## src/dipc_params.svh

```systemverilog
// constants for the dual issue pairing check
`ifndef DIPC_PARAMS_SVH
`define DIPC_PARAMS_SVH
`define DIPC_REG_IDX_W 4
`define DIPC_PC_IDX 4'hf
`define DIPC_FP_IDX_W 5
`define DIPC_CYC_W 6
`define DIPC_HAS_FPU_DEF 1'b1
`define DIPC_SHIFT_MAX 2'h3
`endif

```

## src/dipc_pkg.sv

```systemverilog
// types shared by the dual issue pairing check
package dipc_pkg;
  typedef enum logic [4:0] {
    DIPC_CL_OTHER = 5'h00,
    DIPC_CL_BRANCH_IMM = 5'h01,
    DIPC_CL_IT = 5'h02,
    DIPC_CL_NOP = 5'h03,
    DIPC_CL_LDST_MULTI = 5'h04,
    DIPC_CL_MUL_SHORT = 5'h05,
    DIPC_CL_MUL_MULTI = 5'h06,
    DIPC_CL_COPROC = 5'h07,
    DIPC_CL_PROC_CTRL = 5'h08,
    DIPC_CL_LOAD = 5'h09,
    DIPC_CL_STORE = 5'h0a,
    DIPC_CL_MOV_REG = 5'h0b,
    DIPC_CL_MOV_IMM = 5'h0c,
    DIPC_CL_MOV_WIDE = 5'h0d,
    DIPC_CL_DATA_PROC = 5'h0e,
    DIPC_CL_BITFIELD = 5'h0f,
    DIPC_CL_EXTEND = 5'h10,
    DIPC_CL_SIMD_ADDSUB = 5'h11,
    DIPC_CL_REVERSE = 5'h12,
    DIPC_CL_FP_SP_OP = 5'h13,
    DIPC_CL_FP_DP_OP = 5'h14,
    DIPC_CL_FP_XFER32 = 5'h15,
    DIPC_CL_FP_LDST_MULTI = 5'h16,
    DIPC_CL_FP_LOAD_SP = 5'h17,
    DIPC_CL_FP_LOAD_DP = 5'h18,
    DIPC_CL_FP_STORE_SP = 5'h19,
    DIPC_CL_FP_STATUS_XFER = 5'h1a,
    DIPC_CL_FP_STATUS_TO_FLAGS = 5'h1b
  } dipc_class_e;

  typedef enum logic [3:0] {
    DIPC_SP_ARITH = 4'h0,
    DIPC_SP_MAC = 4'h1,
    DIPC_SP_MOV_IMM = 4'h2,
    DIPC_SP_MOV_REG = 4'h3,
    DIPC_SP_NEG = 4'h4,
    DIPC_SP_ABS = 4'h5,
    DIPC_SP_CVT_DBL = 4'h6,
    DIPC_SP_DIV = 4'h7,
    DIPC_SP_SQRT = 4'h8,
    DIPC_SP_CMP = 4'h9,
    DIPC_SP_CVT = 4'ha
  } dipc_spop_e;

  typedef enum logic [1:0] {
    DIPC_ST_IDLE = 2'b00,
    DIPC_ST_SINGLE = 2'b01,
    DIPC_ST_DUAL = 2'b10,
    DIPC_ST_STALL = 2'b11
  } dipc_state_e;

  // one decoded instruction as it stands at the issue stage
  typedef struct packed {
    logic valid;
    logic compressed;
    dipc_class_e iclass;
    dipc_spop_e spop;
    logic sets_flags;
    logic reg_shift;
    logic imm_shifted;
    logic [1:0] ld_shift;
    logic ld_reg_offset;
    logic [2:0] src_used;
    logic [2:0][3:0] src_reg;
    logic [1:0] dst_used;
    logic [1:0][3:0] dst_reg;
    logic fp_dst_used;
    logic [4:0] fp_dst;
    logic [5:0] cycles;
  } dipc_insn_s;

  typedef struct packed {
    logic issue_first;
    logic issue_second;
    logic dual;
    logic stall;
    logic [5:0] cycles;
  } dipc_issue_s;
endpackage

```

## src/dipc_class_match.sv

```systemverilog
// younger class sets used by the permitted pairing cases
`timescale 1ns/1ps
`default_nettype none
module dipc_class_match
  import dipc_pkg::*;
(
  input wire dipc_insn_s younger,
  output logic y_branch_like,
  output logic y_int_load_set,
  output logic y_int_c_set,
  output logic y_xfer32,
  output logic y_sp_restricted,
  output logic y_sp_not_mac
);
  always_comb begin
    y_branch_like = younger.iclass inside {DIPC_CL_BRANCH_IMM, DIPC_CL_IT,
                                           DIPC_CL_NOP};
    y_int_c_set = younger.iclass inside {DIPC_CL_DATA_PROC, DIPC_CL_MOV_REG,
                    DIPC_CL_MOV_IMM, DIPC_CL_MOV_WIDE, DIPC_CL_BITFIELD,
                    DIPC_CL_EXTEND, DIPC_CL_SIMD_ADDSUB, DIPC_CL_REVERSE};
    // load set also bars data processing with register-specified shift
    y_int_load_set = y_int_c_set && !younger.reg_shift;
    y_xfer32 = younger.iclass == DIPC_CL_FP_XFER32;
    y_sp_restricted = younger.iclass == DIPC_CL_FP_SP_OP &&
      !(younger.spop inside {DIPC_SP_MOV_IMM, DIPC_SP_NEG, DIPC_SP_ABS,
                             DIPC_SP_CVT_DBL, DIPC_SP_DIV, DIPC_SP_SQRT});
    y_sp_not_mac = younger.iclass == DIPC_CL_FP_SP_OP &&
                   younger.spop != DIPC_SP_MAC;
  end
endmodule // dipc_class_match
`default_nettype wire

```

## src/dipc_pair_check.sv

```systemverilog
// dual issue pairing decision at the issue stage
// Notes on behaviour
// RULE_01: pair costs only the larger cycle count
// RULE_02: legal pairs always dual issue unless disabled
// RULE_03: interlock on either stalls both of pair
// RULE_04: pair only when both present same cycle
// RULE_05: younger reads pc only if immediate branch
// RULE_06: older writing pc refuses pairing
// RULE_07: both from same instruction set encoding
// RULE_08: younger sources must not hit older destinations
// RULE_09: only listed class combinations may pair
// RULE_10: case a: broad older, branch/it/nop younger
// RULE_11: case b1: simple load then integer op
// RULE_12: case b2: simple store, same as b1
// RULE_13: case c: plain moves then integer ops
// RULE_14: floating cases only with floating unit present
// RULE_15: case a-f: floating older, branch/it/nop younger
// RULE_16: floating variants add transfers and sp ops
// RULE_17: case f1: sp op then c set
// RULE_18: sp load like b1-f; dp load b1
// RULE_19: sp store: b1, non-mac sp, transfers
// RULE_20: case f3: transfers/sp moves like sp store
// RULE_21: case f4: non-flag older then restricted sp
// RULE_22: older is first, evaluated combinationally each cycle
`timescale 1ns/1ps
`default_nettype none
`include "dipc_params.svh"
module dipc_pair_check
  import dipc_pkg::*;
#(
  parameter bit HAS_FPU = `DIPC_HAS_FPU_DEF
)(
  input wire logic clock,
  input wire logic sys_rst,
  input wire dipc_insn_s older,
  input wire dipc_insn_s younger,
  input wire logic dual_issue_disable,
  input wire logic older_interlock,
  input wire logic younger_interlock,
  output dipc_issue_s issue_reg,
  output dipc_state_e state_reg
);
  logic y_branch_like;
  logic y_int_load_set;
  logic y_int_c_set;
  logic y_xfer32;
  logic y_sp_restricted;
  logic y_sp_not_mac;
  logic general_ok;
  logic case_ok;
  logic fp_case_ok;
  logic pair_ok;
  logic dep_hit;
  logic pc_src;
  logic pc_dst;
  logic older_simple_ld;
  logic older_simple_st;
  logic older_plain_mov;
  logic older_fp;
  logic older_case_a;
  logic older_case_f4;
  logic mac_dst_clash;
  logic b1f_set;
  logic f2st_set;
  dipc_issue_s issue_next;
  dipc_state_e state_next;

  function automatic logic reg_hit(input logic [2:0] used,
                                   input logic [2:0][3:0] regs,
                                   input logic [3:0] idx);
    logic hit;
    hit = 1'b0;
    for (int i = 0; i < 3; i++) begin
      hit = hit | (used[i] && regs[i] == idx);
    end
    return hit;
  endfunction

  function automatic logic [5:0] max_cycles(input logic [5:0] a,
                                            input logic [5:0] b);
    return (a > b) ? a : b;
  endfunction

  dipc_class_match u_match (
    .younger(younger),
    .y_branch_like(y_branch_like),
    .y_int_load_set(y_int_load_set),
    .y_int_c_set(y_int_c_set),
    .y_xfer32(y_xfer32),
    .y_sp_restricted(y_sp_restricted),
    .y_sp_not_mac(y_sp_not_mac)
  );

  always_comb begin
    pc_src = reg_hit(younger.src_used, younger.src_reg, `DIPC_PC_IDX);
    pc_dst = reg_hit({1'b0, older.dst_used}, {4'h0, older.dst_reg},
                     `DIPC_PC_IDX);
    dep_hit = 1'b0;
    for (int d = 0; d < 2; d++) begin
      dep_hit = dep_hit | (older.dst_used[d] &&
        reg_hit(younger.src_used, younger.src_reg, older.dst_reg[d])); // RULE_08
    end
    general_ok = older.valid && younger.valid // RULE_04
      && !(pc_src && younger.iclass != DIPC_CL_BRANCH_IMM) // RULE_05
      && !pc_dst // RULE_06
      && older.compressed == younger.compressed; // RULE_07
    general_ok = general_ok && !dep_hit; // RULE_08
  end

  always_comb begin
    older_fp = older.iclass inside {DIPC_CL_FP_SP_OP, DIPC_CL_FP_DP_OP,
      DIPC_CL_FP_XFER32, DIPC_CL_FP_LDST_MULTI, DIPC_CL_FP_LOAD_SP,
      DIPC_CL_FP_LOAD_DP, DIPC_CL_FP_STORE_SP, DIPC_CL_FP_STATUS_XFER,
      DIPC_CL_FP_STATUS_TO_FLAGS};
    older_case_a = !(older.iclass inside {DIPC_CL_LDST_MULTI,
      DIPC_CL_COPROC, DIPC_CL_PROC_CTRL}) && !older_fp
      && !(older.iclass inside {DIPC_CL_MUL_SHORT, DIPC_CL_MUL_MULTI}
           && older.sets_flags); // RULE_10
    older_simple_ld = older.iclass == DIPC_CL_LOAD &&
      older.ld_shift <= `DIPC_SHIFT_MAX &&
      (older.ld_reg_offset || older.ld_shift == 2'h0); // RULE_11
    older_simple_st = older.iclass == DIPC_CL_STORE &&
      !older.ld_reg_offset; // RULE_12
    older_plain_mov = !older.sets_flags && (older.iclass inside
      {DIPC_CL_MOV_REG, DIPC_CL_MOV_WIDE} ||
      (older.iclass == DIPC_CL_MOV_IMM && !older.imm_shifted)); // RULE_13
    older_case_f4 = !older.sets_flags && !(older.iclass inside
      {DIPC_CL_LDST_MULTI, DIPC_CL_COPROC, DIPC_CL_MUL_MULTI,
       DIPC_CL_FP_DP_OP, DIPC_CL_PROC_CTRL, DIPC_CL_FP_LDST_MULTI,
       DIPC_CL_FP_STATUS_XFER, DIPC_CL_FP_STATUS_TO_FLAGS,
       DIPC_CL_FP_LOAD_DP}) && // RULE_18
      !(older.iclass == DIPC_CL_FP_SP_OP &&
        older.spop == DIPC_SP_CVT_DBL); // RULE_21
    mac_dst_clash = older.iclass == DIPC_CL_FP_SP_OP &&
      older.spop == DIPC_SP_MAC && y_xfer32 &&
      younger.fp_dst_used && older.fp_dst == younger.fp_dst; // RULE_17
    b1f_set = y_int_load_set || y_sp_restricted || y_xfer32; // RULE_16
    f2st_set = y_int_load_set || y_sp_not_mac || y_xfer32; // RULE_19
  end

  // integer cases always exist; floating ones gated by the unit
  always_comb begin
    case_ok = (older_case_a && y_branch_like) // RULE_10
      || (older_simple_ld && y_int_load_set) // RULE_11
      || (older_simple_st && y_int_load_set) // RULE_12
      || (older_plain_mov && y_int_c_set); // RULE_13
    fp_case_ok = 1'b0;
    unique case (older.iclass)
      DIPC_CL_FP_SP_OP: begin
        fp_case_ok = (y_branch_like && older.spop != DIPC_SP_CVT_DBL) // RULE_15
          || (!(older.spop inside {DIPC_SP_MOV_IMM, DIPC_SP_CVT_DBL,
                DIPC_SP_ABS, DIPC_SP_NEG}) &&
              (y_int_c_set || y_xfer32) && !mac_dst_clash) // RULE_17
          || (older.spop inside {DIPC_SP_MOV_REG, DIPC_SP_ABS,
                DIPC_SP_NEG} && f2st_set); // RULE_20
      end
      DIPC_CL_FP_XFER32: fp_case_ok = y_branch_like || f2st_set; // RULE_20
      DIPC_CL_FP_LOAD_SP: fp_case_ok = y_branch_like || b1f_set; // RULE_18
      DIPC_CL_FP_LOAD_DP: fp_case_ok = y_branch_like || y_int_load_set; // RULE_18
      DIPC_CL_FP_STORE_SP: fp_case_ok = y_branch_like || f2st_set; // RULE_19
      DIPC_CL_FP_STATUS_TO_FLAGS: fp_case_ok = y_branch_like;
      default: fp_case_ok = 1'b0;
    endcase
    fp_case_ok = fp_case_ok
      || (older_simple_ld && b1f_set) // RULE_16
      || (older_simple_st && b1f_set) // RULE_16
      || (older_plain_mov && y_xfer32) // RULE_16
      || (older_case_f4 && (y_sp_restricted || y_xfer32)); // RULE_21
    // the clash bars the pair whichever case would let it through
    fp_case_ok = fp_case_ok && HAS_FPU && !mac_dst_clash; // RULE_14 RULE_17
    pair_ok = general_ok && (case_ok || fp_case_ok); // RULE_09 RULE_22
  end

  always_comb begin
    issue_next = '0;
    state_next = DIPC_ST_IDLE;
    if (older.valid) begin
      issue_next.dual = pair_ok && !dual_issue_disable; // RULE_02
      issue_next.stall = older_interlock ||
        (issue_next.dual && younger_interlock); // RULE_03
      issue_next.issue_first = !issue_next.stall;
      issue_next.issue_second = issue_next.dual && !issue_next.stall;
      // the shorter of the pair is charged nothing
      issue_next.cycles = issue_next.dual ?
        max_cycles(older.cycles, younger.cycles) : older.cycles; // RULE_01
      if (issue_next.stall) begin
        state_next = DIPC_ST_STALL;
      end else if (issue_next.dual) begin
        state_next = DIPC_ST_DUAL;
      end else begin
        state_next = DIPC_ST_SINGLE;
      end
    end
  end

  // registered so every output leaves straight from a flop
  always_ff @(posedge clock) begin
    if (sys_rst) begin
      issue_reg <= '0;
    end else begin
      issue_reg <= issue_next;
    end
  end

  always_ff @(posedge clock) begin
    if (sys_rst) begin
      state_reg <= DIPC_ST_IDLE;
    end else begin
      state_reg <= state_next;
    end
  end
endmodule // dipc_pair_check
`default_nettype wire

```

## config.mk

```make
export PLATFORM = sky130hd
export DESIGN_NAME = dipc_pair_check
export DESIGN_NICKNAME = d
export VERILOG_FILES = /design/src/dipc_pkg.sv /design/src/dipc_class_match.sv /design/src/dipc_pair_check.sv
export VERILOG_INCLUDE_DIRS = /design/src
export SDC_FILE = /design/constraint.sdc
export NUM_CORES = 1
export LEC_CHECK = 0
export BUFFER_PORTS_ARGS = -buffer_cell sky130_fd_sc_hd__buf_2
export CAP_MARGIN = 15
export CORE_UTILIZATION = 41
export DETAILED_ROUTE_END_ITERATION = 16
export PLACE_DENSITY = 0.88
export SLEW_MARGIN = 20
export SYNTH_ARGS = -nofsm -noshare
export SYNTH_HDL_FRONTEND = slang
export SYNTH_SLANG_ARGS = --single-unit
```

## constraint.sdc

```tcl
create_clock -name clock -period 2.5 [get_ports clock]
set_input_delay 0.125 -clock clock [delete_from_list [all_inputs] [get_ports clock]]
set_output_delay 0.125 -clock clock [all_outputs]
set_load 0.02 [all_outputs]
```

# Word level (Yosys, flattened, before mapping)
# Cells that the tools add are included.
[word_totals] register_bits=12 output_inout_bits=12
[op_classes] mux=5 bitwise=9 reduce_logical=106 n_eq_ne=60 order_cmp=2
[ops] operator="$eq 5x5->1 const B" n=14
[ops] operator="$eq 5x4->1 const B" n=11
[ops] operator="$logic_and 1x1->1" n=54
[ops] operator="$eq 4x3->1 const B" n=7
[ops] operator="$eq 4x4->1" n=6
[ops] operator="$eq 4x4->1 const B" n=6
[ops] operator="$logic_or 1x1->1" n=22
[ops] operator="$eq 5x3->1 const B" n=4
[ops] operator="$reduce_bool 9->1" n=2
[ops] operator="$logic_not 1->1" n=17
[ops] operator="$eq 4x2->1 const B" n=3
[ops] operator="$mux 6" n=2
[ops] operator="$eq 5x2->1 const B" n=2
[ops] operator="$reduce_bool 3->1" n=3
[ops] operator="$or 1x1->1" n=8
[ops] operator="$reduce_bool 8->1" n=1
[ops] operator="$gt 6x6->1" n=1
[ops] operator="$reduce_bool 6->1" n=1
[ops] operator="$eq 5x1->1 const B" n=1
[ops] operator="$eq 5x5->1" n=1
[ops] operator="$ne 5x1->1 const B" n=1
[ops] operator="$pmux 1 s5" n=1
[ops] operator="$eq 4x1->1 const B" n=1
[ops] operator="$mux 2" n=2
[ops] operator="other kinds (9)" n=11

# Logic depth before layout (Yosys ltp)
# Gate-level depths: netlist of run 1.
[depth] ltp_word=22 depth_mapped=9 depth_no_buf=9

# Hierarchy
# A second synthesis of run 1 with hierarchy kept.
[hier_totals] hier_cells=206 hier_area_um2=1525.2
[by_module_without_submodules] module="dipc_pair_check" area_each_um2=1407.6 cells_each=189 seq_area_each_um2=240.2 n_inst=1
[by_module_without_submodules] module="dipc_class_match" area_each_um2=117.6 cells_each=17 seq_area_each_um2=0.0 n_inst=1

# Worst setup path before layout of run 1
# OpenSTA, ideal clock, no wires.
[synth_path] kind="input to register" startpoint="input younger[52] (netlist bit)" endpoint="register issue_reg[0] (netlist bit)" slack_ns=0.627 stages=7 arrival_ns=1.801 setup_time_ns=0.072 path_cell_list="xnor2_1 -> nand3_1 -> or4_4 -> nor4_4 -> nand4_4 -> nor3_4 -> mux2i_1"
[synth_between] elab_chain_cells=6
[synth_rtl] item="from (decl)" line_no="dipc_pair_check.sv:36" rtl="input wire dipc_insn_s younger,"
[synth_rtl] item="$eq 1x1->1" line_no="dipc_pair_check.sv:106" rtl="&& older.compressed == younger.compressed;"
[synth_rtl] item="$logic_and 1x1->1" line_no="dipc_pair_check.sv:106"
[synth_rtl] item="$logic_and 1x1->1" line_no="dipc_pair_check.sv:107" rtl="general_ok = general_ok && !dep_hit;"
[synth_rtl] item="$logic_and 1x1->1" line_no="dipc_pair_check.sv:171" rtl="pair_ok = general_ok && (case_ok || fp_case_ok);"
[synth_rtl] item="$logic_and 1x1->1" line_no="dipc_pair_check.sv:178" rtl="issue_next.dual = pair_ok && !dual_issue_disable;"
[synth_rtl] item="$mux 6" line_no="dipc_pair_check.sv:184" rtl="issue_next.cycles = issue_next.dual ?"
[synth_rtl] item="to (signal assigned)" line_no="dipc_pair_check.sv:201" rtl="issue_reg <= issue_next;"
[synth_rtl] item="to (decl)" line_no="dipc_pair_check.sv:40" rtl="output dipc_issue_s issue_reg,"
# No other way between the ends.
# A chain may end at the register's enable or synchronous reset.

# Worst setup path after layout of run 1
[layout_path] startpoint="input older[49] (netlist bit)" endpoint="register issue_reg[6] (netlist bit)"
[layout_between] elab_chain_cells=20
[layout_rtl] item="from (decl)" line_no="dipc_pair_check.sv:35" rtl="input wire dipc_insn_s older,"
[layout_rtl] item="$eq 5x5->1"
[layout_rtl] item="$logic_and 1x1->1" line_no="dipc_pair_check.sv:134" rtl="mac_dst_clash = older.iclass == DIPC_CL_FP_SP_OP &&"
[layout_rtl] item="$logic_and 1x1->1 (2 in series)" line_no="dipc_pair_check.sv:135" rtl="older.spop == DIPC_SP_MAC && y_xfer32 &&"
[layout_rtl] item="$logic_and 1x1->1" line_no="dipc_pair_check.sv:136" rtl="younger.fp_dst_used && older.fp_dst == younger.fp_dst;"
[layout_rtl] item="$logic_not 1->1" line_no="dipc_pair_check.sv:153, dipc_pair_check.sv:170"
[layout_rtl] item="$logic_and 1x1->1" line_no="dipc_pair_check.sv:153" rtl="(y_int_c_set || y_xfer32) && !mac_dst_clash)"
[layout_rtl] item="$logic_or 1x1->1" line_no="dipc_pair_check.sv:151" rtl="|| (!(older.spop inside {DIPC_SP_MOV_IMM, DIPC_SP_CVT_DBL,"
[layout_rtl] item="$logic_or 1x1->1" line_no="dipc_pair_check.sv:154" rtl="|| (older.spop inside {DIPC_SP_MOV_REG, DIPC_SP_ABS,"
[layout_rtl] item="[3 not listed]"
[layout_rtl] item="$logic_or 1x1->1" line_no="dipc_pair_check.sv:167" rtl="|| (older_plain_mov && y_xfer32)"
[layout_rtl] item="$logic_or 1x1->1" line_no="dipc_pair_check.sv:168" rtl="|| (older_case_f4 && (y_sp_restricted || y_xfer32));"
[layout_rtl] item="$logic_and 1x1->1" line_no="dipc_pair_check.sv:170" rtl="fp_case_ok = fp_case_ok && HAS_FPU && !mac_dst_clash;"
[layout_rtl] item="$logic_or 1x1->1 *" line_no="dipc_pair_check.sv:171"
[layout_rtl] item="$logic_and 1x1->1 *" line_no="dipc_pair_check.sv:171"
[layout_rtl] item="$logic_and 1x1->1 *" line_no="dipc_pair_check.sv:178"
[layout_rtl] item="$logic_and 1x1->1 *" line_no="dipc_pair_check.sv:180" rtl="(issue_next.dual && younger_interlock);"
[layout_rtl] item="$logic_or 1x1->1 *" line_no="dipc_pair_check.sv:179" rtl="issue_next.stall = older_interlock ||"
# Every way passes the cells marked *; elsewhere a longest branch is shown, timed or not.

==> load_flow_metrics.sql, run 1 <==
INSERT INTO impl_metrics (metric_group, metric, value, unit) VALUES
('yosys', 'synth.ff_latch_count', '12', ''),
('setup_path', 'worstSetupEndpointType', 'register', ''),
('placement', 'routabilityCongestion', '0.872', ''),
('placement', 'inst_count_dp', '351', ''),
('yosys', 'postSynth.asyncResetShare', '0', '%'),
('detailed_routing', 'drt_drc_violations_left', '0', ''),
('detailed_routing', 'drt-total-wl', '4460', 'um'),
('floorplan', 'top_level_pins', '125', ''),
('detailed_routing', 'routed_via_density', '5.49', ''),
('yosys', 'ys.warnings.count', '0', ''),
('clock_tree', 'cts_hold_repair.buffers', '0', ''),
('global_routing', 'global_route.usage.total', '21.1', '%'),
('clock_tree', 'cts-root-to-sink-buffers', '2', ''),
('detailed_routing', 'detailedRoute.firstPassIterationCount', '5', ''),
('floorplan', 'chipWidth', '65.1', 'um'),
('yosys', 'postSynthCellCount', '216', ''),
('yosys', 'yosys-top-cells-count', 'sky130_fd_sc_hd__nand2_1, sky130_fd_sc_hd__xor2_1, sky130_fd_sc_hd__nor3_1', ''),
('yosys', 'synth_area_leader_cell', 'sky130_fd_sc_hd__dfxtp_1', ''),
('timing', 'worst_slew_margin_rel', '42.8', '%'),
('clock_tree', 'tritoncts_clock_tree', 'built', ''),
('yosys', 'synth.yosys.seq_area_share', '14.7', '%'),
('clock_tree', 'postCtsSetupBuffers', '0', ''),
('floorplan', 'starting_density', '43.5', '%'),
('setup_path', 'startpoint_type', 'input pin', ''),
('timing', 'min_period_over_period', '75.7', '%'),
('global_routing', 'grt_max_degree', '15', ''),
('clock_tree', 'cts_made_buffers', '3', ''),
('clock_tree', 'root_buffer', 'sky130_fd_sc_hd__clkbuf_8', ''),
('yosys', 'synth_nets', '335', ''),
('detailed_routing', 'route.met3.wl', '389', 'um'),
('cells_and_area', 'drive_gt1_share', '33.9', '%'),
('placement', 'hpwlAfterDp', '3760', 'um'),
('setup_path', 'timing.critical_path.arrival', '2030', 'ps'),
('placement', 'port_buffers', '92', ''),
('timing', 'timing.final.hold_violations', '0', ''),
('clock_tree', 'worst_setup_hold_path_clk_slew', '50', 'ps'),
('floorplan', 'design.core.area', '3740', 'sq um'),
('clock_tree', 'postCtsResizedCells', '0', ''),
('yosys', 'top_cell_type_s_share_of_synthesized_area', '14.7', '%'),
('detailed_routing', 'drt-met1-wl', '1800', 'um'),
('yosys', 'netlist_top_cells_area', 'sky130_fd_sc_hd__dfxtp_1, sky130_fd_sc_hd__xor2_1, sky130_fd_sc_hd__mux2i_1', ''),
('setup_path', 'crit_path_cell_trace', 'buf_2 > and2b_1 > a22oi_1 > a211o_1 > o2111ai_1 > a2111oi_4 > nor3b_1 > o21a_1', ''),
('timing', 'worst_hold_slack', '110', 'ps'),
('cells_and_area', 'final_cells', '355', ''),
('setup_path', 'criticalPathCategory', 'input pin to register', ''),
('detailed_routing', 'drt_iter0_drc', '120', ''),
('yosys', 'yosys.cell_types.count', '49', ''),
('clock_tree', 'cts_num_sinks', '12', ''),
('run_status', 'outcome', 'finished clean', ''),
('hold_path', 'worstHoldPathType', 'input pin to register', ''),
('timing', 'fmax', '528', 'MHz'),
('power', 'total_power', '0.686', 'mW'),
('setup_path', 'cpPeakStageDelay', '540', 'ps'),
('cells_and_area', 'nFillCells', '350', ''),
('timing', 'setup_violations', '0', ''),
('yosys', 'synth_most_common_cell', 'sky130_fd_sc_hd__nand2_1', ''),
('timing', 'timing_worst_slew_pin_value', '856', 'ps'),
('detailed_routing', 'ant_nets', '0', ''),
('detailed_routing', 'vias', '1950', ''),
('detailed_routing', 'wl_per_cell', '12.6', 'um'),
('global_routing', 'antenna_found_initial', '0', ''),
('power', 'power_density', '315', 'nW/um^2'),
('power', 'peakVddDrop', '0.161', 'mV'),
('yosys', 'post_synth_instance_area', '1630', 'sq um'),
('global_routing', 'grt_pass1_vias', '1714', ''),
('cells_and_area', 'area_delta_synth_final', '33.5', '%'),
('cells_and_area', 'n_antenna_cell', '0', ''),
('global_routing', 'first_pass_grt_wire_length', '7060', 'um'),
('timing', 'setup_total_negative_slack', '0', 'ps'),
('detailed_routing', 'met2_length', '2160', 'um'),
('job', 'maxCapViolCount', '0', '');
-- power by group --
| part | total (mW) | internal, mW | switching (mW) |
|---|---|---|---|
| Combinational | 0.277 | 0.126 | 0.150 |
| Sequential | 0.200 | 0.198 | 0.00128 |
| Clock | 0.210 | 0.139 | 0.0708 |
| Total | 0.686 | 0.464 | 0.222 |
-- how the worst max path moves through the flow --
| stage | from | to | cells past startpoint |
|---|---|---|---|
| floorplan | younger[52] | issue_reg[0] | 7 |
| global placement | younger[52] | issue_reg[5] | 8 |
| detailed placement | younger[52] | issue_reg[2] | 8 |
| CTS | younger[52] | issue_reg[2] | 8 |
| global route | older[49] | issue_reg[1] | 8 |
| finish | older[49] | issue_reg[6] | 8 |
-- kinds of logic (layout without fill, tap and decap cells) --
kind of cell,count (synthesis),count (layout),share of synthesized area (%)
fa+ha+maj,6,6,4.60
xor+xnor,30,30,16.1
simple gates,103,103,36.2
flops,12,12,14.7
mux,10,10,6.22
buf+inv,18,109,4.76
compound gates,37,37,17.3
-- placed cells by master (no fill, tap or decap), types with 2 or more instances in the layout --
cell type / netlist / final
sky130_fd_sc_hd__a21oi_1: 7 / 7
sky130_fd_sc_hd__a32o_1: 2 / 2
sky130_fd_sc_hd__and2b_1: 2 / 2
sky130_fd_sc_hd__and3_1: 4 / 4
sky130_fd_sc_hd__buf_2: 4 / 92
sky130_fd_sc_hd__clkbuf_8: 0 / 4
sky130_fd_sc_hd__dfxtp_1: 12 / 12
sky130_fd_sc_hd__ha_1: 6 / 6
sky130_fd_sc_hd__inv_1: 13 / 13
sky130_fd_sc_hd__mux2i_1: 9 / 9
sky130_fd_sc_hd__nand2_1: 24 / 24
sky130_fd_sc_hd__nand2b_1: 10 / 10
sky130_fd_sc_hd__nand3_1: 13 / 13
sky130_fd_sc_hd__nand4_1: 6 / 6
sky130_fd_sc_hd__nand4b_1: 2 / 2
sky130_fd_sc_hd__nor2_1: 9 / 9
sky130_fd_sc_hd__nor2b_1: 4 / 4
sky130_fd_sc_hd__nor3_1: 15 / 15
sky130_fd_sc_hd__nor3b_1: 2 / 2
sky130_fd_sc_hd__nor4_1: 5 / 5
sky130_fd_sc_hd__o211ai_1: 2 / 2
sky130_fd_sc_hd__o21a_1: 2 / 2
sky130_fd_sc_hd__o21ai_0: 3 / 3
sky130_fd_sc_hd__o221ai_1: 2 / 2
sky130_fd_sc_hd__o22ai_1: 5 / 5
sky130_fd_sc_hd__xnor2_1: 7 / 7
sky130_fd_sc_hd__xor2_1: 23 / 23
-- through the flow --
step	instance area [sq um]	worst slack, ps
floorplan	1630	627
global placement	2120	308
detailed placement	2120	327
CTS	2180	583
global route	2180	474
finish	2180	607
-- metal layers --
metal / track usage [%] / vias up
li1: - / 979
met1: 24.6 / 852
met2: 38.0 / 107
met3: 4.05 / 12
met4: 7.07 / 0
met5: 0 / -
-- area by class of cell --
| type | instances | area, sq um | share of cell area (%) |
|---|---|---|---|
| clock buffer | 4 | 55.1 | 2.53 |
| inverter | 13 | 48.8 | 2.24 |
| multi-input combinational | 186 | 1310 | 60.3 |
| sequential | 12 | 240 | 11.0 |
| tap | 48 | 60.1 | 2.76 |
| timing repair buffer | 92 | 460 | 21.1 |
-- worst max-delay path: cells and delay by family --
family	cells	cell delay, ps
simple gates	2	410
compound gates	5	1270
buf+inv	1	220
Power figures use the tool's default switching activity.
==> run 2, diff against run 1 <==
--- a/config.mk
+++ b/config.mk
@@ -6,9 +6,10 @@
 export SDC_FILE = /design/constraint.sdc
 export NUM_CORES = 1
 export LEC_CHECK = 0
+export ABC_AREA = 1
 export BUFFER_PORTS_ARGS = -buffer_cell sky130_fd_sc_hd__buf_2
 export CAP_MARGIN = 15
-export CORE_UTILIZATION = 41
+export CORE_UTILIZATION = 42
 export DETAILED_ROUTE_END_ITERATION = 16
 export PLACE_DENSITY = 0.88
 export SLEW_MARGIN = 20
==> constraint.sdc (replaced) <==
create_clock -name clock -period 1.9 [get_ports clock]
set_input_delay 0.095 -clock clock [delete_from_list [all_inputs] [get_ports clock]]
set_output_delay 0.095 -clock clock [all_outputs]
set_load 0.02 [all_outputs]
==> run 2 against run 1 <==
  * Clock power increased by 32%
  * Routed wire length is 6.4% higher
  * Critical endpoint is now issue_reg[4]
  * Synthesized area grew 7.1%
  * Critical path type unchanged
  * Synthesized cell count grew 40%
==> load_flow_metrics.sql, run 2 <==
INSERT INTO impl_metrics (metric_group, metric, value, unit) VALUES
('run_status', 'outcome', 'finished clean', ''),
('setup_path', 'cpPeakStageDelay', '380', 'ps'),
('cells_and_area', 'largest_register_ff_count', '10', ''),
('yosys', 'synth_most_common_cell', 'sky130_fd_sc_hd__nand2_1', ''),
('yosys', 'postSynthCellCount', '302', ''),
('timing', 'worst_hold_slack', '124', 'ps'),
('cells_and_area', 'final-seq-area', '240', 'sq um'),
('timing', 'timing_worst_slew_pin_value', '300', 'ps'),
('clock_tree', 'postCtsSetupBuffers', '0', ''),
('hold_path', 'hold_path_depth', '3', ''),
('yosys', 'synth_area_leader_cell', 'sky130_fd_sc_hd__nand2_1', ''),
('yosys', 'synth.avg_cell_area', '5.78', 'sq um'),
('detailed_routing', 'drt_drc_violations_left', '0', ''),
('detailed_routing', 'dr.max_layer_used', 'met4', ''),
('yosys', 'postSynth.asyncResetShare', '0', '%'),
('yosys', 'yosys.cell_types.count', '34', ''),
('setup_path', 'crit_path_start', 'older[5]', ''),
('global_routing', 'first_pass_grt_wire_length', '7670', 'um'),
('power', 'power_density', '404', 'nW/um^2'),
('yosys', 'ys.flop_type', 'sky130_fd_sc_hd__dfxtp_1', ''),
('global_routing', 'grt_pass1_vias', '1954', ''),
('setup_path', 'slowest_stage', 'sky130_fd_sc_hd__mux2_2', ''),
('timing', 'setup_violations', '0', ''),
('yosys', 'synth.ff_latch_count', '12', ''),
('detailed_routing', 'routed_via_density', '5.00', ''),
('timing', 'timing.final.hold_violations', '0', ''),
('placement', 'inst_count_dp', '443', ''),
('cells_and_area', 'area_delta_synth_final', '32.7', '%'),
('yosys', 'yosys-top-cells-count', 'sky130_fd_sc_hd__nand2_1, sky130_fd_sc_hd__nand3_1, sky130_fd_sc_hd__inv_1', ''),
('detailed_routing', 'vias', '2237', ''),
('clock_tree', 'postCtsResizedCells', '0', ''),
('yosys', 'ys.warnings.count', '0', ''),
('clock_tree', 'cts_hold_repair.buffers', '0', ''),
('hold_path', 'hold_crit_endpoint', 'issue_reg[0]', ''),
('setup_path', 'cp.required', '2030', 'ps'),
('floorplan', 'chipHeight', '66.5', 'um'),
('clock_tree', 'cts-root-to-sink-buffers', '2', ''),
('timing', 'min_period_over_period', '77.8', '%'),
('hold_path', 'hold_path.startpoint', 'older[0]', ''),
('setup_path', 'crit_path_max_fo', '7', ''),
('clock_tree', 'tritoncts_clock_tree', 'built', ''),
('yosys', 'post_synth_instance_area', '1750', 'sq um'),
('cells_and_area', 'final_cells', '447', ''),
('power', 'total_power', '0.936', 'mW'),
('floorplan', 'std_cell_rows', '23', ''),
('placement', 'hpwlAfterDp', '4050', 'um'),
('timing', 'worst_slew_margin_rel', '79.9', '%'),
('cells_and_area', 'drive_gt1_share', '32.0', '%'),
('placement', 'routabilityCongestion', '0.856', ''),
('floorplan', 'chipWidth', '66.5', 'um'),
('global_routing', 'antenna_found_initial', '0', ''),
('floorplan', 'design.core.area', '4000', 'sq um'),
('timing', 'rsz0062_at_grt', 'no', ''),
('clock_tree', 'cts_made_buffers', '3', ''),
('floorplan', 'starting_density', '43.7', '%'),
('floorplan', 'top_level_pins', '125', ''),
('power', 'peakVddDrop', '0.188', 'mV'),
('cells_and_area', 'nFillCells', '409', ''),
('clock_tree', 'root_buffer', 'sky130_fd_sc_hd__clkbuf_8', ''),
('setup_path', 'startpoint_type', 'input pin', ''),
('detailed_routing', 'wl_per_cell', '10.6', 'um'),
('clock_tree', 'worst_setup_hold_path_clk_slew', '50', 'ps'),
('detailed_routing', 'detailedRoute.firstPassIterationCount', '4', ''),
('detailed_routing', 'drt_iter0_drc', '91', ''),
('detailed_routing', 'drt-met1-wl', '2070', 'um'),
('yosys', 'synth-edff-count', '0', ''),
('detailed_routing', 'ant_nets', '0', ''),
('timing', 'setup_total_negative_slack', '0', 'ps'),
('setup_path', 'critPathMostFrequentCell', 'sky130_fd_sc_hd__nand2_1', ''),
('global_routing', 'globalRoute.totalOverflow', '0', ''),
('timing', 'fmax', '676', 'MHz'),
('placement', 'port_buffers', '92', ''),
('timing', 'fin_crit', '1480', 'ps'),
('detailed_routing', 'drt-total-wl', '4740', 'um'),
('global_routing', 'grt_max_degree', '11', ''),
('yosys', 'synth.yosys.seq_area_share', '13.8', '%'),
('yosys', 'top_cell_type_s_share_of_synthesized_area', '15.0', '%'),
('timing', 'timing_max_transition_violations_final', '0', ''),
('cells_and_area', 'footprint_of_the_multi_input_gates', '1320', 'sq um'),
('floorplan', 'design.die.area', '4420', 'sq um'),
('setup_path', 'worstSetupEndpointType', 'register', ''),
('power', 'power.static_leakage', '1.31', 'nW'),
('cells_and_area', 'mostFrequentLayoutCell', 'sky130_fd_sc_hd__buf_2', ''),
('global_routing', 'global_route.usage.total', '21.9', '%'),
('setup_path', 'crit_path_cell_trace', 'buf_2 > ha_1 > nand2_1 > nor2_1 > o21ai_0 > o211ai_1 > nand2_1 > mux2_2 > nand3_1 > a21oi_1', ''),
('detailed_routing', 'met2_length', '2310', 'um'),
('hold_path', 'worstHoldPathType', 'input pin to register', ''),
('clock_tree', 'ctsHtreeMaxLevel', '1', ''),
('detailed_routing', 'route.met3.wl', '307', 'um'),
('clock_tree', 'cts_num_sinks', '12', ''),
('yosys', 'netlist_top_cells_area', 'sky130_fd_sc_hd__nand2_1, sky130_fd_sc_hd__dfxtp_1, sky130_fd_sc_hd__nand3_1', ''),
('setup_path', 'timing.critical_path.arrival', '1600', 'ps'),
('yosys', 'synth_nets', '421', ''),
('cells_and_area', 'mostFrequentLayoutCells', 'sky130_fd_sc_hd__buf_2, sky130_fd_sc_hd__nand2_1, sky130_fd_sc_hd__nand3_1, sky130_fd_sc_hd__inv_1, sky130_fd_sc_hd__nor2_1', ''),
('job', 'maxCapViolCount', '0', ''),
('cells_and_area', 'n_antenna_cell', '0', ''),
('cells_and_area', 'nets', '517', ''),
('setup_path', 'criticalPathCategory', 'input pin to register', '');
[run 2: changes by cell type after synthesis, moves of 10 or more]
cell | before | now
sky130_fd_sc_hd__nand3_1 | 13 | 44
sky130_fd_sc_hd__inv_1 | 13 | 42
sky130_fd_sc_hd__nand2b_1 | 10 | 0
sky130_fd_sc_hd__nand2_1 | 24 | 70
sky130_fd_sc_hd__xor2_1 | 23 | 4
sky130_fd_sc_hd__nor2_1 | 9 | 33
[run 2: power breakdown]
group / total [mW] / switching, mW / leakage, nW / internal, mW
Combinational: 0.395 / 0.225 / 1.18 / 0.170
Sequential: 0.263 / 0.00202 / 0.0984 / 0.261
Clock: 0.278 / 0.0945 / 0.0288 / 0.183
[run 2: worst max-delay path by stage]
stage,end,cells after the start
floorplan,issue_reg[1],10
global placement,issue_reg[1],10
detailed placement,issue_reg[5],10
CTS,issue_reg[5],10
global route,issue_reg[2],11
finish,issue_reg[4],10
[run 2: stage by stage]
step	instance area, sq um	util (%)	setup slack [ps]
after floorplan	1750	-	438
after global placement	2260	56.6	224
after CTS	2320	57.9	422
final	2320	57.9	421
after detailed placement	2260	56.6	153
after global routing	2320	57.9	249
[run 2: layout make-up]
type	count	share of cell area, %
multi-input cells	241	56.9
well taps	50	2.70
flip-flops and latches	12	10.4
inverters	48	7.78
repair buffers	92	19.9
clock buffers	4	2.38
[run 2: worst max-delay path: cells and delay by family]
| family | cells | cell delay (ps) |
|---|---|---|
| buf+inv | 1 | 120 |
| fa+ha+maj | 1 | 300 |
| compound gates | 3 | 250 |
| simple gates | 4 | 470 |
| mux | 1 | 380 |
[run 2: cells by family (layout without fill, tap and decap cells)]
| group | after synthesis | count (layout) | share of synthesized area (%) |
|---|---|---|---|
| flops | 12 | 12 | 13.8 |
| simple gates | 180 | 180 | 48.8 |
| buf+inv | 49 | 144 | 10.7 |
| compound gates | 36 | 36 | 12.2 |
| xor+xnor | 14 | 14 | 7.02 |
| fa+ha+maj | 6 | 6 | 4.30 |
| mux | 5 | 5 | 3.22 |
[run 2: per-layer routing]
layer / vias up / global-route usage, %
met5: - / 0
met2: 72 / 42.2
li1: 1179 / -
met4: 0 / 4.52
met1: 980 / 24.3
met3: 6 / 4.45
==> run 3, diff against run 2 <==
--- a/config.mk
+++ b/config.mk
@@ -6,10 +6,10 @@
 export SDC_FILE = /design/constraint.sdc
 export NUM_CORES = 1
 export LEC_CHECK = 0
-export ABC_AREA = 1
+export ABC_AREA = 0
 export BUFFER_PORTS_ARGS = -buffer_cell sky130_fd_sc_hd__buf_2
 export CAP_MARGIN = 15
-export CORE_UTILIZATION = 42
+export CORE_UTILIZATION = 41
 export DETAILED_ROUTE_END_ITERATION = 16
 export PLACE_DENSITY = 0.88
 export SLEW_MARGIN = 20
==> constraint.sdc (replaced) <==
create_clock -name clock -period 1.4 [get_ports clock]
set_input_delay 0.07 -clock clock [delete_from_list [all_inputs] [get_ports clock]]
set_output_delay 0.07 -clock clock [all_outputs]
set_load 0.02 [all_outputs]
==> run 3 against run 2 <==
  * Utilization up 19 points
  * Critical path depth stayed put
  * Combinational power increased by 79%
  * The flow now finishes with violations (setup timing)
  * Sequential power rose by 36%
  * Sequential share of layout area down 2.0 points
  * Critical path type unchanged
  * Global-route usage up 4.4 points
  * Clock power grew 39%
==> load_flow_metrics.sql, run 3 (synthesis results as in run 1) <==
INSERT INTO impl_metrics (metric_group, metric, value, unit) VALUES
('timing', 'timing.final.hold_violations', '0', ''),
('timing', 'timing_max_transition_violations_final', '0', ''),
('global_routing', 'globalRoute.totalOverflow', '0', ''),
('cells_and_area', 'n_antenna_cell', '0', ''),
('hold_path', 'hold_path_depth', '2', ''),
('placement', 'inst_count_dp', '397', ''),
('timing', 'timing_worst_slew_pin_value', '908', 'ps'),
('cells_and_area', 'drive_gt1_share', '52.5', '%'),
('cells_and_area', 'post-route-util', '76.7', '%'),
('clock_tree', 'cts-root-to-sink-buffers', '2', ''),
('power', 'power.static_leakage', '1.38', 'nW'),
('setup_path', 'worstSetupEndpointType', 'register', ''),
('floorplan', 'starting_density', '43.5', '%'),
('detailed_routing', 'ant_nets', '0', ''),
('detailed_routing', 'drt_iter0_drc', '84', ''),
('timing', 'worst_hold_slack', '64.7', 'ps'),
('setup_path', 'critPathMostFrequentCell', 'sky130_fd_sc_hd__buf_6', ''),
('clock_tree', 'cts_num_sinks', '12', ''),
('clock_tree', 'cts_made_buffers', '3', ''),
('setup_path', 'crit_path_cell_trace', 'buf_6 > xnor2_2 > nand3_1 > or4_4 > nor4_4 > nand4_4 > buf_4 > buf_6 > nor3_2 > and2_1', ''),
('timing', 'setup_total_negative_slack', '-2290', 'ps'),
('power', 'peakVddDrop', '0.289', 'mV'),
('clock_tree', 'tritoncts_clock_tree', 'built', ''),
('floorplan', 'chipWidth', '65.1', 'um'),
('floorplan', 'design.core.area', '3740', 'sq um'),
('setup_path', 'crit_path_start', 'younger[52]', ''),
('floorplan', 'design.die.area', '4230', 'sq um'),
('floorplan', 'chipHeight', '65.1', 'um'),
('power', 'total_power', '1.45', 'mW'),
('cells_and_area', 'mostFrequentLayoutCell', 'sky130_fd_sc_hd__buf_2', ''),
('timing', 'setup_violations', '12', ''),
('timing', 'fin_crit', '1610', 'ps'),
('cells_and_area', 'final_cells', '406', ''),
('cells_and_area', 'nets', '478', ''),
('timing', 'worst_slew_margin_rel', '39.3', '%'),
('detailed_routing', 'routed_via_density', '5.47', ''),
('timing', 'rsz0062_at_grt', 'yes', ''),
('setup_path', 'cp.required', '1590', 'ps'),
('placement', 'port_buffers', '92', ''),
('detailed_routing', 'vias', '2219', ''),
('placement', 'place_worst_setup_slack', '-662', 'ps'),
('timing', 'fmax', '620', 'MHz'),
('timing', 'finalWorstSetupSlack', '-214', 'ps'),
('cells_and_area', 'layout.cell_area.non_filler', '2870', 'sq um'),
('global_routing', 'grt_pass1_vias', '2101', ''),
('hold_path', 'worstHoldPathType', 'input pin to register', ''),
('cells_and_area', 'area_delta_synth_final', '76.1', '%'),
('global_routing', 'antenna_found_initial', '0', ''),
('job', 'maxCapViolCount', '0', ''),
('floorplan', 'top_level_pins', '125', ''),
('clock_tree', 'cts_hold_repair.buffers', '0', ''),
('setup_path', 'criticalPathCategory', 'input pin to register', ''),
('floorplan', 'std_cell_rows', '22', ''),
('placement', 'routabilityCongestion', '0.900', ''),
('global_routing', 'grt_max_degree', '15', ''),
('hold_path', 'hold_path.startpoint', 'older_interlock', ''),
('setup_path', 'startpoint_type', 'input pin', ''),
('setup_path', 'cpPeakStageDelay', '550', 'ps'),
('clock_tree', 'worst_setup_hold_path_clk_slew', '50', 'ps'),
('detailed_routing', 'drt-total-wl', '5700', 'um'),
('cells_and_area', 'largest_register_ff_count', '10', ''),
('global_routing', 'global_route.usage.total', '26.3', '%'),
('detailed_routing', 'detailedRoute.firstPassIterationCount', '4', ''),
('timing', 'min_period_over_period', '115', '%'),
('setup_path', 'slowest_stage', 'sky130_fd_sc_hd__or4_4', ''),
('power', 'power_density', '505', 'nW/um^2'),
('cells_and_area', 'mostFrequentLayoutCells', 'sky130_fd_sc_hd__buf_2, sky130_fd_sc_hd__buf_4, sky130_fd_sc_hd__nand2_1, sky130_fd_sc_hd__xor2_1', ''),
('clock_tree', 'ctsHtreeMaxLevel', '1', ''),
('clock_tree', 'root_buffer', 'sky130_fd_sc_hd__clkbuf_8', ''),
('detailed_routing', 'wl_per_cell', '14.0', 'um'),
('setup_path', 'timing.critical_path.arrival', '1800', 'ps'),
('detailed_routing', 'drt_drc_violations_left', '0', ''),
('run_status', 'outcome', 'finished with violations', ''),
('run_status', 'failed_checks', 'setup timing', ''),
('placement', 'post_dp_cell_area', '2490', 'sq um'),
('global_routing', 'first_pass_grt_wire_length', '8830', 'um'),
('setup_path', 'crit_path_max_fo', '3', ''),
('placement', 'hpwlAfterDp', '4220', 'um');
-- run 3: worst max-delay path: cells and delay by family --
kind / cells / cell delay, ps
and+or+nand+nor: 6 / 1220
buffers and inverters: 3 / 380
xor gates and xnor gates: 1 / 140
-- run 3: cell type report --
class	count	area, sq um
multi-input cells	186	1530
clock buffers	4	55.1
inverters	13	48.8
fillers	249	872
flip-flops and latches	12	240
repair buffers	143	933
well taps	48	60.1
-- run 3: path summary, 6_finish.rpt --
check                           to  slack (ps)
worst min-delay path  issue_reg[9]          60
worst max-delay path  issue_reg[8]        -210
-- run 3: report_power, final --
| part | leakage (nW) | internal [mW] | switching [mW] |
|---|---|---|---|
| Combinational | 1.25 | 0.366 | 0.341 |
| Sequential | 0.0984 | 0.354 | 0.00339 |
| Clock | 0.0288 | 0.249 | 0.137 |
-- run 3: metal layers --
metal	vias to the layer above	wire (um)	track usage [%]	share of wire [%]
li1	1076	-	-	-
met1	1015	2340	32.5	41
met2	109	2860	46.7	50
met3	19	327	2.11	5.7
met4	0	166	10.3	2.9
met5	-	0	0	0
-- run 3: timing repair --
action                     4_1_cts  5_1_grt
buffers inserted                 5        1
setup endpoints to repair       12       12
gates resized for setup         42       18
pin swaps                       10        6
